File: src/core/bsc_pkg.sv
// Purpose: Shared constants for the start-up and output-level sequencer.
// Assumes: 20 MHz core clock; voltages are held in millivolts.
// Notes:   Pin classes are coded low, open, high, resistor.
package bsc_pkg;
	// Core clock rate in kHz, used to turn milliseconds into cycles.
	localparam int CLK_KHZ = 20000;
	// Memory check time in ms; the upper figure of the quoted window is used.
	localparam int MEM_CHECK_MS = 10;
	localparam int MEM_CHECK_CYC = MEM_CHECK_MS * CLK_KHZ;
	// Fixed minimum pre-ramp delay in ms.
	localparam int MIN_DELAY_MS = 2;
	localparam int MIN_DELAY_CYC = MIN_DELAY_MS * CLK_KHZ;
	// Cycles in one millisecond, the tick of the delay and ramp timers.
	localparam int MS_CYC = CLK_KHZ;
	// Programmable output range in mV.
	localparam logic [12:0] VOUT_MIN_MV = 13'h0258;
	localparam logic [12:0] OUTPUT_CEILING_LIMIT_MV = 13'h1388;
	// Strap targets in mV: low 1.2 V, open 1.5 V, high 3.3 V.
	localparam logic [12:0] STRAP_LOW_MV = 13'h04B0;
	localparam logic [12:0] STRAP_OPEN_MV = 13'h05DC;
	localparam logic [12:0] STRAP_HIGH_MV = 13'h0CE4;
	// Soft-start strap times in ms: low 2, open 5, high 10.
	localparam logic [7:0] SS_LOW_MS = 8'h02;
	localparam logic [7:0] SS_OPEN_MS = 8'h05;
	localparam logic [7:0] SS_HIGH_MS = 8'h0A;
	// Number of resistor codes for the output level pin (10 k to 178 k).
	localparam int RES_CODES = 31;
	// Multi-mode pin classification.
	typedef enum logic [1:0] {
		PIN_LOW  = 2'b00,
		PIN_OPEN = 2'b01,
		PIN_HIGH = 2'b10,
		PIN_RES  = 2'b11
	} bsc_pin_t;
	// Sequencer states.
	typedef enum logic [2:0] {
		ST_POWER = 3'b000,
		ST_MEM   = 3'b001,
		ST_PINS  = 3'b010,
		ST_READY = 3'b011,
		ST_DELAY = 3'b100,
		ST_RAMP  = 3'b101,
		ST_ON    = 3'b110
	} bsc_state_t;
endpackage

File: src/core/bsc_vout_decode.sv
// Purpose: Maps the output level pin class and resistor code to a target voltage.
// Assumes: Resistor code 0 is 10 k and code 30 is 178 k.
// Notes:   Pure combinational lookup; codes above 30 fall back to the lowest level.
`timescale 1ns/1ps
module bsc_vout_decode (
	input  wire logic [1:0] pinClass,
	input  wire logic [4:0] resCode,
	output logic      [12:0] targetMv
);
	// Resistor lookup table in millivolts, code 0 first.
	localparam logic [12:0] RES_MV [0:30] = '{
		13'h0258, 13'h02BC, 13'h02EE, 13'h0320, 13'h0384, 13'h03E8, 13'h044C,
		13'h04B0, 13'h04E2, 13'h0514, 13'h0578, 13'h05DC, 13'h0640, 13'h06A4,
		13'h0708, 13'h076C, 13'h07D0, 13'h0834, 13'h0898, 13'h08FC, 13'h0960,
		13'h09C4, 13'h0A28, 13'h0A8C, 13'h0AF0, 13'h0B54, 13'h0BB8, 13'h0C1C,
		13'h0C80, 13'h0CE4, 13'h1388
	};

	// Strap or resistor decode of the output level select pin.
	always_comb begin
		unique case (pinClass)
			// RULE_01: strap level decode
			bsc_pkg::PIN_LOW:  targetMv = bsc_pkg::STRAP_LOW_MV;
			bsc_pkg::PIN_OPEN: targetMv = bsc_pkg::STRAP_OPEN_MV;
			bsc_pkg::PIN_HIGH: targetMv = bsc_pkg::STRAP_HIGH_MV;
			// RULE_02: resistor code lookup
			default: begin
				if (resCode < 5'(bsc_pkg::RES_CODES)) begin
					targetMv = RES_MV[resCode];
				end else begin
					targetMv = bsc_pkg::VOUT_MIN_MV;
				end
			end
		endcase
	end
endmodule

File: src/core/bsc_sequencer.sv
// Purpose: Power-up configuration load, ready, pre-ramp delay and soft-start ramp control.
// Assumes: Pin classes come from an analog front end and are asynchronous.
// Notes:   Management bus writes arrive as a decoded strobe from the bus engine.
`timescale 1ns/1ps
// What this block does
// RULE_01: Strap low/open/high gives 1.2/1.5/3.3 V.
// RULE_02: Resistor code maps through voltage lookup.
// RULE_03: Bus-programmed target overrides the strap.
// RULE_04: Memory check lasts about ten ms.
// RULE_05: Stored values load during memory check.
// RULE_06: Restore repeats check and pin load.
// RULE_07: After check, sample all configuration pins.
// RULE_08: Ignore enable and bus while loading.
// RULE_09: Ready state accepts bus and enable.
// RULE_10: Wait about two ms after enable.
// RULE_11: Shorter delay is raised to two ms.
// RULE_12: Longer delay is honoured in full.
// RULE_13: Soft-start pin selects extra delay.
// RULE_14: Ramp to target over ramp time.
// RULE_15: Tied enable still waits for configuration.
// RULE_16: External clock stable before enable.
// RULE_17: Pins sampled only at power or restore.
// RULE_18: Pins classify as low, open, high.
// RULE_19: Ceiling is ten percent above level.
// RULE_20: Enable drop in delay returns to ready.
// RULE_21: Switching stays off before the ramp.
module bsc_sequencer #(
	parameter int MEM_CYC = bsc_pkg::MEM_CHECK_CYC,
	parameter int MIN_CYC = bsc_pkg::MIN_DELAY_CYC,
	parameter int TICK_CYC = bsc_pkg::MS_CYC
) (
	input  wire logic        core_clk,
	input  wire logic        arst_n,
	input  wire logic        enablePin,
	input  wire logic [1:0]  levelPinClass,
	input  wire logic [4:0]  levelResCode,
	input  wire logic [1:0]  ssPinClass,
	input  wire logic        restoreCmd,
	input  wire logic        nvmValid,
	input  wire logic [12:0] nvmVoutMv,
	input  wire logic [7:0]  nvmDelayMs,
	input  wire logic [7:0]  nvmRampMs,
	input  wire logic        busWrVout,
	input  wire logic        busWrDelay,
	input  wire logic        busWrRamp,
	input  wire logic [12:0] busData,
	output logic             busAccept,
	output logic             ready,
	output logic             switchEnable,
	output logic             rampActive,
	output logic [12:0]      targetMv,
	output logic [12:0]      rampMv,
	output logic [13:0]      ceilingMv
);
	// Two-stage synchronisers for enable and pin classes.
	logic [4:0] syncA_reg;
	logic [4:0] syncB_reg;
	logic       enS;
	logic [1:0] levelS;
	logic [1:0] ssS;
	assign enS = syncB_reg[0];
	assign levelS = syncB_reg[2:1];
	assign ssS = syncB_reg[4:3];

	// Resistor code passes through its own two-stage register; its value is used only in pin sampling.
	logic [4:0] resS1_reg;
	logic [4:0] resS2_reg;

	// Synchroniser registers; the first stage is read only by the second.
	always_ff @(posedge core_clk or negedge arst_n) begin
		if (!arst_n) begin
			syncA_reg <= 5'h00;
			syncB_reg <= 5'h00;
			resS1_reg <= 5'h00;
			resS2_reg <= 5'h00;
		end else begin
			syncA_reg <= {ssPinClass, levelPinClass, enablePin};
			syncB_reg <= syncA_reg;
			resS1_reg <= levelResCode;
			resS2_reg <= resS1_reg;
		end
	end

	// Decoded strap or resistor level, used only when pins are sampled.
	logic [12:0] pinMv;
	bsc_vout_decode uDecode (
		.pinClass (levelS),
		.resCode  (resS2_reg),
		.targetMv (pinMv)
	);

	// Sequencer state and configuration.
	bsc_pkg::bsc_state_t state_reg, state_next;
	logic [21:0] cnt_reg, cnt_next;        // Cycle counter for timed phases.
	logic [14:0] tick_reg, tick_next;      // Millisecond prescaler.
	logic [7:0]  msCnt_reg, msCnt_next;    // Elapsed milliseconds.
	logic [12:0] target_reg, target_next;  // Applied target voltage.
	logic [12:0] strap_reg, strap_next;    // Level pin voltage, for the ceiling.
	logic [12:0] ramp_reg, ramp_next;      // Present ramp setpoint.
	logic [7:0]  delay_reg, delay_next;    // Configured soft-start delay in ms.
	logic [7:0]  rampMs_reg, rampMs_next;  // Configured ramp time in ms.
	logic        nvmVout_reg, nvmVout_next; // Stored voltage overrides the pins.
	logic        nvmSs_reg, nvmSs_next;     // Stored timing overrides the pins.
	logic        minDone;
	logic        msTick;
	logic [12:0] stepMv;

	assign msTick = (tick_reg == 15'(TICK_CYC - 1));
	assign minDone = (cnt_reg >= 22'(MIN_CYC - 1));
	// Ramp step per millisecond; a zero ramp time jumps straight to target.
	assign stepMv = (rampMs_reg == 8'h00) ? target_reg : 13'(target_reg / rampMs_reg);

	// Next-state logic for the whole sequence.
	always_comb begin
		state_next = state_reg;
		cnt_next = cnt_reg + 22'h000001;
		tick_next = msTick ? 15'h0000 : tick_reg + 15'h0001;
		msCnt_next = msTick ? msCnt_reg + 8'h01 : msCnt_reg;
		target_next = target_reg;
		strap_next = strap_reg;
		ramp_next = ramp_reg;
		delay_next = delay_reg;
		rampMs_next = rampMs_reg;
		nvmVout_next = nvmVout_reg;
		nvmSs_next = nvmSs_reg;
		// RULE_06: restore restarts loading
		if (restoreCmd && state_reg != bsc_pkg::ST_MEM && state_reg != bsc_pkg::ST_PINS) begin
			state_next = bsc_pkg::ST_MEM;
			cnt_next = 22'h000000;
			ramp_next = 13'h0000;
			nvmVout_next = 1'b0;
			nvmSs_next = 1'b0;
		end else begin
			unique case (state_reg)
				bsc_pkg::ST_POWER: begin
					state_next = bsc_pkg::ST_MEM;
					cnt_next = 22'h000000;
				end
				bsc_pkg::ST_MEM: begin
					// RULE_05: load stored values
					if (nvmValid) begin
						target_next = nvmVoutMv;
						delay_next = nvmDelayMs;
						rampMs_next = nvmRampMs;
						nvmVout_next = 1'b1;
						nvmSs_next = 1'b1;
					end
					// RULE_04: memory check time
					if (cnt_reg >= 22'(MEM_CYC - 1)) begin
						state_next = bsc_pkg::ST_PINS;
					end
				end
				bsc_pkg::ST_PINS: begin
					// RULE_07: sample config pins
					// RULE_17: only sampled here
					strap_next = pinMv;
					if (!nvmVout_reg) begin
						target_next = pinMv;
					end
					// RULE_13: soft-start pin timing
					// RULE_18: three-state pin classes
					if (!nvmSs_reg) begin
						unique case (ssS)
							bsc_pkg::PIN_LOW:  delay_next = bsc_pkg::SS_LOW_MS;
							bsc_pkg::PIN_HIGH: delay_next = bsc_pkg::SS_HIGH_MS;
							default:           delay_next = bsc_pkg::SS_OPEN_MS;
						endcase
						rampMs_next = delay_next;
					end
					state_next = bsc_pkg::ST_READY;
				end
				bsc_pkg::ST_READY: begin
					// RULE_09: respond to enable
					// RULE_15: enable start only seen here
					if (enS) begin
						state_next = bsc_pkg::ST_DELAY;
						cnt_next = 22'h000000;
						tick_next = 15'h0000;
						msCnt_next = 8'h00;
					end
				end
				bsc_pkg::ST_DELAY: begin
					// RULE_20: abort on enable loss
					if (!enS) begin
						state_next = bsc_pkg::ST_READY;
					// RULE_10: fixed minimum wait
					// RULE_11: floor at two ms
					// RULE_12: full longer delay
					end else if (minDone && msCnt_reg >= delay_reg) begin
						state_next = bsc_pkg::ST_RAMP;
						tick_next = 15'h0000;
						ramp_next = 13'h0000;
					end
				end
				bsc_pkg::ST_RAMP: begin
					// RULE_14: step toward target
					if (!enS) begin
						state_next = bsc_pkg::ST_READY;
						ramp_next = 13'h0000;
					// The sum is widened so a high stored target cannot wrap past it.
					end else if (rampMs_reg == 8'h00 || (msTick
					    && 14'(ramp_reg) + 14'(stepMv) >= 14'(target_reg))) begin
						ramp_next = target_reg;
						state_next = bsc_pkg::ST_ON;
					end else if (msTick) begin
						ramp_next = ramp_reg + stepMv;
					end
				end
				bsc_pkg::ST_ON: begin
					ramp_next = target_reg;
					if (!enS) begin
						state_next = bsc_pkg::ST_READY;
						ramp_next = 13'h0000;
					end
				end
				default: state_next = bsc_pkg::ST_POWER;
			endcase
			// RULE_08: bus ignored while loading
			// RULE_03: bus target override
			if (busAccept && busWrVout && busData >= bsc_pkg::VOUT_MIN_MV
			    && busData <= bsc_pkg::OUTPUT_CEILING_LIMIT_MV) begin
				target_next = busData;
			end
			if (busAccept && busWrDelay) begin
				delay_next = busData[7:0];
			end
			if (busAccept && busWrRamp) begin
				rampMs_next = busData[7:0];
			end
		end
	end

	// State registers.
	always_ff @(posedge core_clk or negedge arst_n) begin
		if (!arst_n) begin
			state_reg <= bsc_pkg::ST_POWER;
			cnt_reg <= 22'h000000;
			tick_reg <= 15'h0000;
			msCnt_reg <= 8'h00;
			target_reg <= bsc_pkg::STRAP_OPEN_MV;
			strap_reg <= bsc_pkg::STRAP_OPEN_MV;
			ramp_reg <= 13'h0000;
			delay_reg <= bsc_pkg::SS_OPEN_MS;
			rampMs_reg <= bsc_pkg::SS_OPEN_MS;
			nvmVout_reg <= 1'b0;
			nvmSs_reg <= 1'b0;
		end else begin
			state_reg <= state_next;
			cnt_reg <= cnt_next;
			tick_reg <= tick_next;
			msCnt_reg <= msCnt_next;
			target_reg <= target_next;
			strap_reg <= strap_next;
			ramp_reg <= ramp_next;
			delay_reg <= delay_next;
			rampMs_reg <= rampMs_next;
			nvmVout_reg <= nvmVout_next;
			nvmSs_reg <= nvmSs_next;
		end
	end

	// Bus acceptance follows state directly; a handshake may be combinational.
	assign busAccept = (state_reg == bsc_pkg::ST_READY) || (state_reg == bsc_pkg::ST_DELAY)
	                || (state_reg == bsc_pkg::ST_RAMP) || (state_reg == bsc_pkg::ST_ON);
	assign ready = (state_reg == bsc_pkg::ST_READY);
	// RULE_21: switching off before ramp
	assign switchEnable = (state_reg == bsc_pkg::ST_RAMP) || (state_reg == bsc_pkg::ST_ON);
	assign rampActive = (state_reg == bsc_pkg::ST_RAMP);
	assign targetMv = target_reg;
	assign rampMv = ramp_reg;
	// RULE_19: ceiling ten percent up
	assign ceilingMv = 14'(strap_reg) + 14'(strap_reg / 13'h000A);
endmodule

File: config.mk
export PLATFORM = sky130hd
export DESIGN_NAME = bsc_sequencer
export DESIGN_NICKNAME = d
export VERILOG_FILES = /design/src/core/bsc_pkg.sv /design/src/core/bsc_vout_decode.sv /design/src/core/bsc_sequencer.sv
export SDC_FILE = /design/constraint.sdc
export NUM_CORES = 1
export LEC_CHECK = 0
export ABC_AREA = 1
export ABC_CLOCK_PERIOD_IN_PS = 28600
export BUFFER_PORTS_ARGS = -buffer_cell sky130_fd_sc_hd__buf_2
export CORE_MARGIN = 1
export CORE_UTILIZATION = 45
export DETAILED_ROUTE_END_ITERATION = 12
export PLACE_DENSITY = 0.68
export SLEW_MARGIN = 20
export SYNTH_ARGS = -nofsm -noshare
export SYNTH_HDL_FRONTEND = slang
export SYNTH_SLANG_ARGS = --single-unit
File: constraint.sdc
create_clock -name core_clk -period 28.6 [get_ports core_clk]
set_clock_uncertainty 0.05 [all_clocks]
set_input_delay 4.29 -clock core_clk [delete_from_list [all_inputs] [get_ports core_clk]]
set_output_delay 4.29 -clock core_clk [all_outputs]
set_load 0.01 [all_outputs]
Word-level counts from Yosys, hierarchy flattened
Memories as Yosys holds them, arrays and structs flattened.
Cells that the tools add are included.
Widths: inputs -> output; s select.

cells by class
  add/sub/neg operators = 6
  divide/modulo/power cells = 2
  order comparisons = 8
  equal/unequal tests = 26
  mux-type cells = 50
  bitwise gates (word level) = 2
  reductions and logical operators = 31

operators with widths
  cell                   number
  $mux 13                14
  $pmux 13 s3            2
  $mux 15                5
  $mux 8                 9
  $mux 22                2
  $pmux 22 s2            1
  $pmux 8 s2             2
  $ne 3x3->1 const B     10
  $pmux 15 s2            1
  $pmux 13 s2            1
  $mux 3                 8
  $add 22x1->22 const B  1
  $ge 22x16->1 const B   1
  $ge 22x18->1 const B   1
  $pmux 3 s7             1
  $reduce_and 4->1       4
  $add 15x1->15 const B  1
  $eq 15x15->1 const B   1
  $add 13x13->14         1
  $add 13x14->14         1
  $div 13x4->14 const B  1
  $ge 14x13->1           1
  $add 13x13->13         1
  $div 13x8->13          1
  30 further kinds       54

storage, ports and cells
  bits in registers = 124
  bits in read-only memories = 416
  output and inout bits = 44
  memories = 1

memories
  memory           words  width  read ports  clocked after Yosys merged registers in  wr ports  RTL line               RTL
  (no name shown)  32     13     1           0                                        0         bsc_vout_decode.sv:29  targetMv = RES_MV[resCode];

Longest topological paths before layout
  depth after elaboration = 10
  gate-level depth with buffers = 179

By module
A second synthesis with hierarchy kept.

second synthesis, totals
  cell total of the unflattened synthesis = 1775
  area, all modules = 12238.0 um^2

modules (own cells, without submodules)
  module           times used  cells an instance  area each (um^2)  sequential area each (um^2)
  bsc_sequencer    1           1641               11539.8           3125.5
  bsc_vout_decode  1           134                698.2             0.0

Worst setup path after synthesis
No wires, ideal clock.

  kind = register to register
  start = register rampMs_reg[0]
  end = register ramp_reg[10] (netlist: rampMv[10])
  setup time = 0.085 ns
  arrival = 21.558 ns
  required time = 28.465 ns
  setup slack = 6.908 ns
  stages on the path, launching flop included = 172
  cell sequence = dfstp_2 -> inv_1 -> ha_1 -> or2_2 -> nand3_1 -> nand2_1 -> nand2_1 -> ha_1 -> or3_1 -> nand2_1 -> nand3_1 -> nand2_1 -> inv_1 -> ha_1 -> nand2_1 -> nand2_1 -> nand2_1 -> inv_1 -> [136 not listed] -> nand2_1 -> nand2_1 -> inv_1 -> o21ai_0 -> nand2_1 -> xor2_1 -> inv_1 -> ha_1 -> nand2_1 -> o2111ai_1 -> nand3_1 -> nand2_1 -> nor3_1 -> nand2_1 -> nand2_1 -> clkbuf_1 -> nand2_1 -> o21ai_0

between the ends
  longest elaborated chain between the ends = 10
  elaborated cells on any way between the ends = 15
  classes of those cells = 2 x add/sub; 1 x div; 1 x order compare; 1 x eq/ne; 6 x mux; 4 x reduce/logical

ends and longest elaborated chain
  item                                                     RTL line                                    RTL
  from (decl)                                              bsc_sequencer.sv:101                        logic [7:0] rampMs_reg, rampMs_next;
  from (signal assigned)                                   bsc_sequencer.sv:244                        rampMs_reg <= bsc_pkg::SS_OPEN_MS;
  from (signal assigned)                                   bsc_sequencer.sv:256                        rampMs_reg <= rampMs_next;
  $div 13x8->13 / $logic_not 8->1 (equally long branches)  bsc_sequencer.sv:111, bsc_sequencer.sv:201
  $mux 13                                                  bsc_sequencer.sv:111                        assign stepMv = (rampMs_reg == 8'h00) ? target_reg : 13'(target_reg / rampMs_reg);
  $add 13x13->14                                           bsc_sequencer.sv:202                        && 14'(ramp_reg) + 14'(stepMv) >= 14'(target_reg))) begin
  $ge 14x13->1                                             bsc_sequencer.sv:202
  $logic_and 1x1->1                                        bsc_sequencer.sv:202
  $logic_or 1x1->1                                         bsc_sequencer.sv:201                        end else if (rampMs_reg == 8'h00 || (msTick
  $mux 13                                                  bsc_sequencer.sv:201
  $mux 13                                                  bsc_sequencer.sv:197                        if (!enS) begin
  $pmux 13 s3                                              bsc_sequencer.sv:134                        unique case (state_reg)
  $mux 13                                                  bsc_sequencer.sv:127                        if (restoreCmd && state_reg != bsc_pkg::ST_MEM && state_reg != bsc_pkg::ST_PINS) begin
  to (signal assigned)                                     bsc_sequencer.sv:254                        ramp_reg <= ramp_next;
  to (decl)                                                bsc_sequencer.sv:99                         logic [12:0] ramp_reg, ramp_next;

Several ways; a longest one is shown, not always the timed one. The select of a mux whose other input is x is not followed.
A chain may end at the register's enable or synchronous reset.

Worst setup path after layout
  start = register rampMs_reg[2]
  end = register ramp_reg[7] (netlist: rampMv[7])

The elaborated chain is that of the path after synthesis.

==> run summary <==
Status: complete, but fails checks
Failing checks: DRC
Synth Flop Type: dfrtp_1
#FFs+latches synth: 123
Setup violations, final: 0
Syn nets: 1932
Final Hold Vio Count: 0
First-pass GRT wire length: 54500 um
Top cell family by delay on the critical path: compound AO/OA/AOI/OAI gates
Filler cell count: 2568
Num CTS Buffers: 17
Sequential area share after synthesis: 25.6%
CP most frequent cell: nand2_1
RSZ-0062 raised after global routing: no
Number of synthesized flops with an enable pin: 0
Hold_ws: 0.297 ns
Yosys top cell by area: dfrtp_1
Max_slew headroom: 29.5%
CP required: 28.85 ns
Routed Antenna Nets: 0
Worst path arrival time: 25.90 ns
Via count: 11767
RePlAce Congestion: 0.958
Later-pin clock latency in the skew report: 0.43 ns
CTS tree: yes
Synth-to-Final Area Change: 11.5%
Largest net degree at the start of global routing: 65
Async SR Flop Fraction: 100%
Worst Reg2Reg Path Length in Cells: 167
R2r setup slk: 2.95 ns
Synthesized area per cell: 6.97 um^2
Worst slew pin tran: 1.06 ns
Overflow after GRT: 0
Critical path buffers and inverters: 20
Netlist Area Pre-Place: 12100 um^2
Most frequent cells after synthesis: nand2_1, inv_1, o21ai_0
Multi-input logic area: 7920 um^2
CTS Hold Buffers Added: 0
Register area: 3100 um^2
Die height: 166 um
Vias in the first global route: 11075
First-pass DRT Iterations: 10
Vias per cell: 5.42
Final Critical Period: 25.65 ns
Routed wire length: 32900 um
CP Class: register to register
Largest register FFs: 22
Critical Path Source Type: register
Final HPWL DP: 25700 um
Crit end category: register
Antenna Diode Count: 0
Worst hold path depth: 0
Row cnt: 59
Initial antenna violation count: 0
Fin crit share: 89.7%
Critical path fanouts, max: 18
Routed len/inst: 15.1 um
DR iter-0 viols: 855
Sink Count: 123
Remaining DRCs: 3
R2r endpoint: rampMv[7]$_DFFE_PN0P_
Mapped Cells: 1738
Total negative slack: 0 ns
CTS root buf: clkbuf_16
Hold Path Origin: syncA_reg[0]$_DFF_PN0_
Core area: 26200 um^2
Post-CTS setup buffer count: 0
Max-slew violations: 0
Fmax: 39.0 MHz
Synth warnings: 0
Port Buffers: 102
CTS max path bufs: 2
Num ports: 103
Post-synth top area share: 21.7%
H-tree depth: 4
Share of post-route cells with drive strength above 1: 14.0%
Synth top area cells: dfrtp_1, ha_1, nand2_1
Total GRT Usage: 24.3%
Top-count cell post-synth: nand2_1
Post-CTS sizing: 0
Die width: 166 um
Initial Util: 46.2%
FF-to-FF Start: rampMs_reg[2]$_DFFE_PN1P_
Max-Cap Viols: 0
Min-Delay Path Class: register to register
Nets: 2018
Max stage delay on crit path: 0.56 ns
Yosys cell types: 59
Hold path endpoint: syncB_reg[0]$_DFF_PN0_
CP max-delay cell: a21oi_2
CTS clk-pin slew, worst paths: 0.06 ns
DIE AREA: 27600 um^2
==> how the worst max path moves through the flow <==
stage | startpoint | end | slack, ns | cells after the start
final | rampMs_reg[2]$_DFFE_PN1P_ | rampMv[7]$_DFFE_PN0P_ | 2.95 | 167
after global routing | rampMs_reg[7]$_DFFE_PN0P_ | rampMv[8]$_DFFE_PN0P_ | 0.20 | 167
after CTS | rampMs_reg[2]$_DFFE_PN1P_ | rampMv[8]$_DFFE_PN0P_ | 3.19 | 167
after detailed placement | rampMs_reg[2]$_DFFE_PN1P_ | rampMv[10]$_DFFE_PN0P_ | 3.30 | 167
after global placement | rampMs_reg[7]$_DFFE_PN0P_ | rampMv[4]$_DFFE_PN0P_ | 4.62 | 168
after floorplan | rampMs_reg[0]$_DFFE_PN1P_ | rampMv[10]$_DFFE_PN0P_ | 6.91 | 171
==> layout by cell type (no fill, tap or decap), types with 11 or more instances in the layout <==
master     instances
nand3_1          107
o21ai_0          176
clkbuf_16         17
nand2_4           11
nor2_1           129
xor2_1            42
or2_2             12
dfstp_2           18
inv_1            227
ha_1             133
nand4_1           25
nor4_1            11
o21bai_1          17
inv_2             16
dfrtp_1          105
nand2_2           25
xnor2_1           32
a21oi_1           80
buf_2            101
nand2_1          362
o211ai_1          14
nor3_1            35
a21o_1            13
==> through the flow <==
step / worst slack, ns / cell area, um^2 / util [%] / cells
floorplan: 6.91 / 12100 / - / 1738
global placement: 4.62 / 12900 / 49.3 / 2140
detailed placement: 3.30 / 12900 / 49.3 / 2140
CTS: 3.19 / 13500 / 51.5 / 2172
global route: 0.202 / 13500 / 51.5 / 2172
finish: 2.95 / 13500 / 51.5 / 2172
==> layout make-up <==
| cell class | count | share of cell area (%) |
|---|---|---|
| clock buffers | 17 | 3.15 |
| clock inverters | 15 | 1.15 |
| inverters | 249 | 6.94 |
| multi-input cells | 1327 | 58.7 |
| flip-flops and latches | 123 | 23.0 |
| well taps | 335 | 3.10 |
| repair buffers | 106 | 4.02 |
==> routing by layer <==
metal	vias up	GRT usage [%]	share of wire [%]
li1	5973	-	-
met1	5427	32.4	46
met2	302	39.6	45
met3	65	2.86	5.0
met4	0	11.1	3.7
met5	-	0	0
==> cells by family (layout without fill, tap and decap cells) <==
family	after synthesis	count (layout)	synth area share, %
adder cells (fa/ha/maj)	135	135	14.1
AO/OA/AOI/OAI	371	371	17.9
flip-flops	123	123	25.6
AND/OR/NAND/NOR	747	747	28.1
XOR/XNOR	74	74	5.35
buffers and inverters	288	387	9.03
==> worst register-to-register path, delay by kind of cell (launching register included) <==
kind | cells | cell delay [ns]
buffers and inverters | 20 | 2.45
XOR/XNOR | 1 | 0.23
AND/OR/NAND/NOR | 75 | 8.19
flip-flops | 1 | 0.36
adder cells (fa/ha/maj) | 15 | 4.64
AO/OA/AOI/OAI | 56 | 9.65
Power is not shown: default switching activity piles up to over one toggle a cycle in this logic, so the estimate is an artifact.
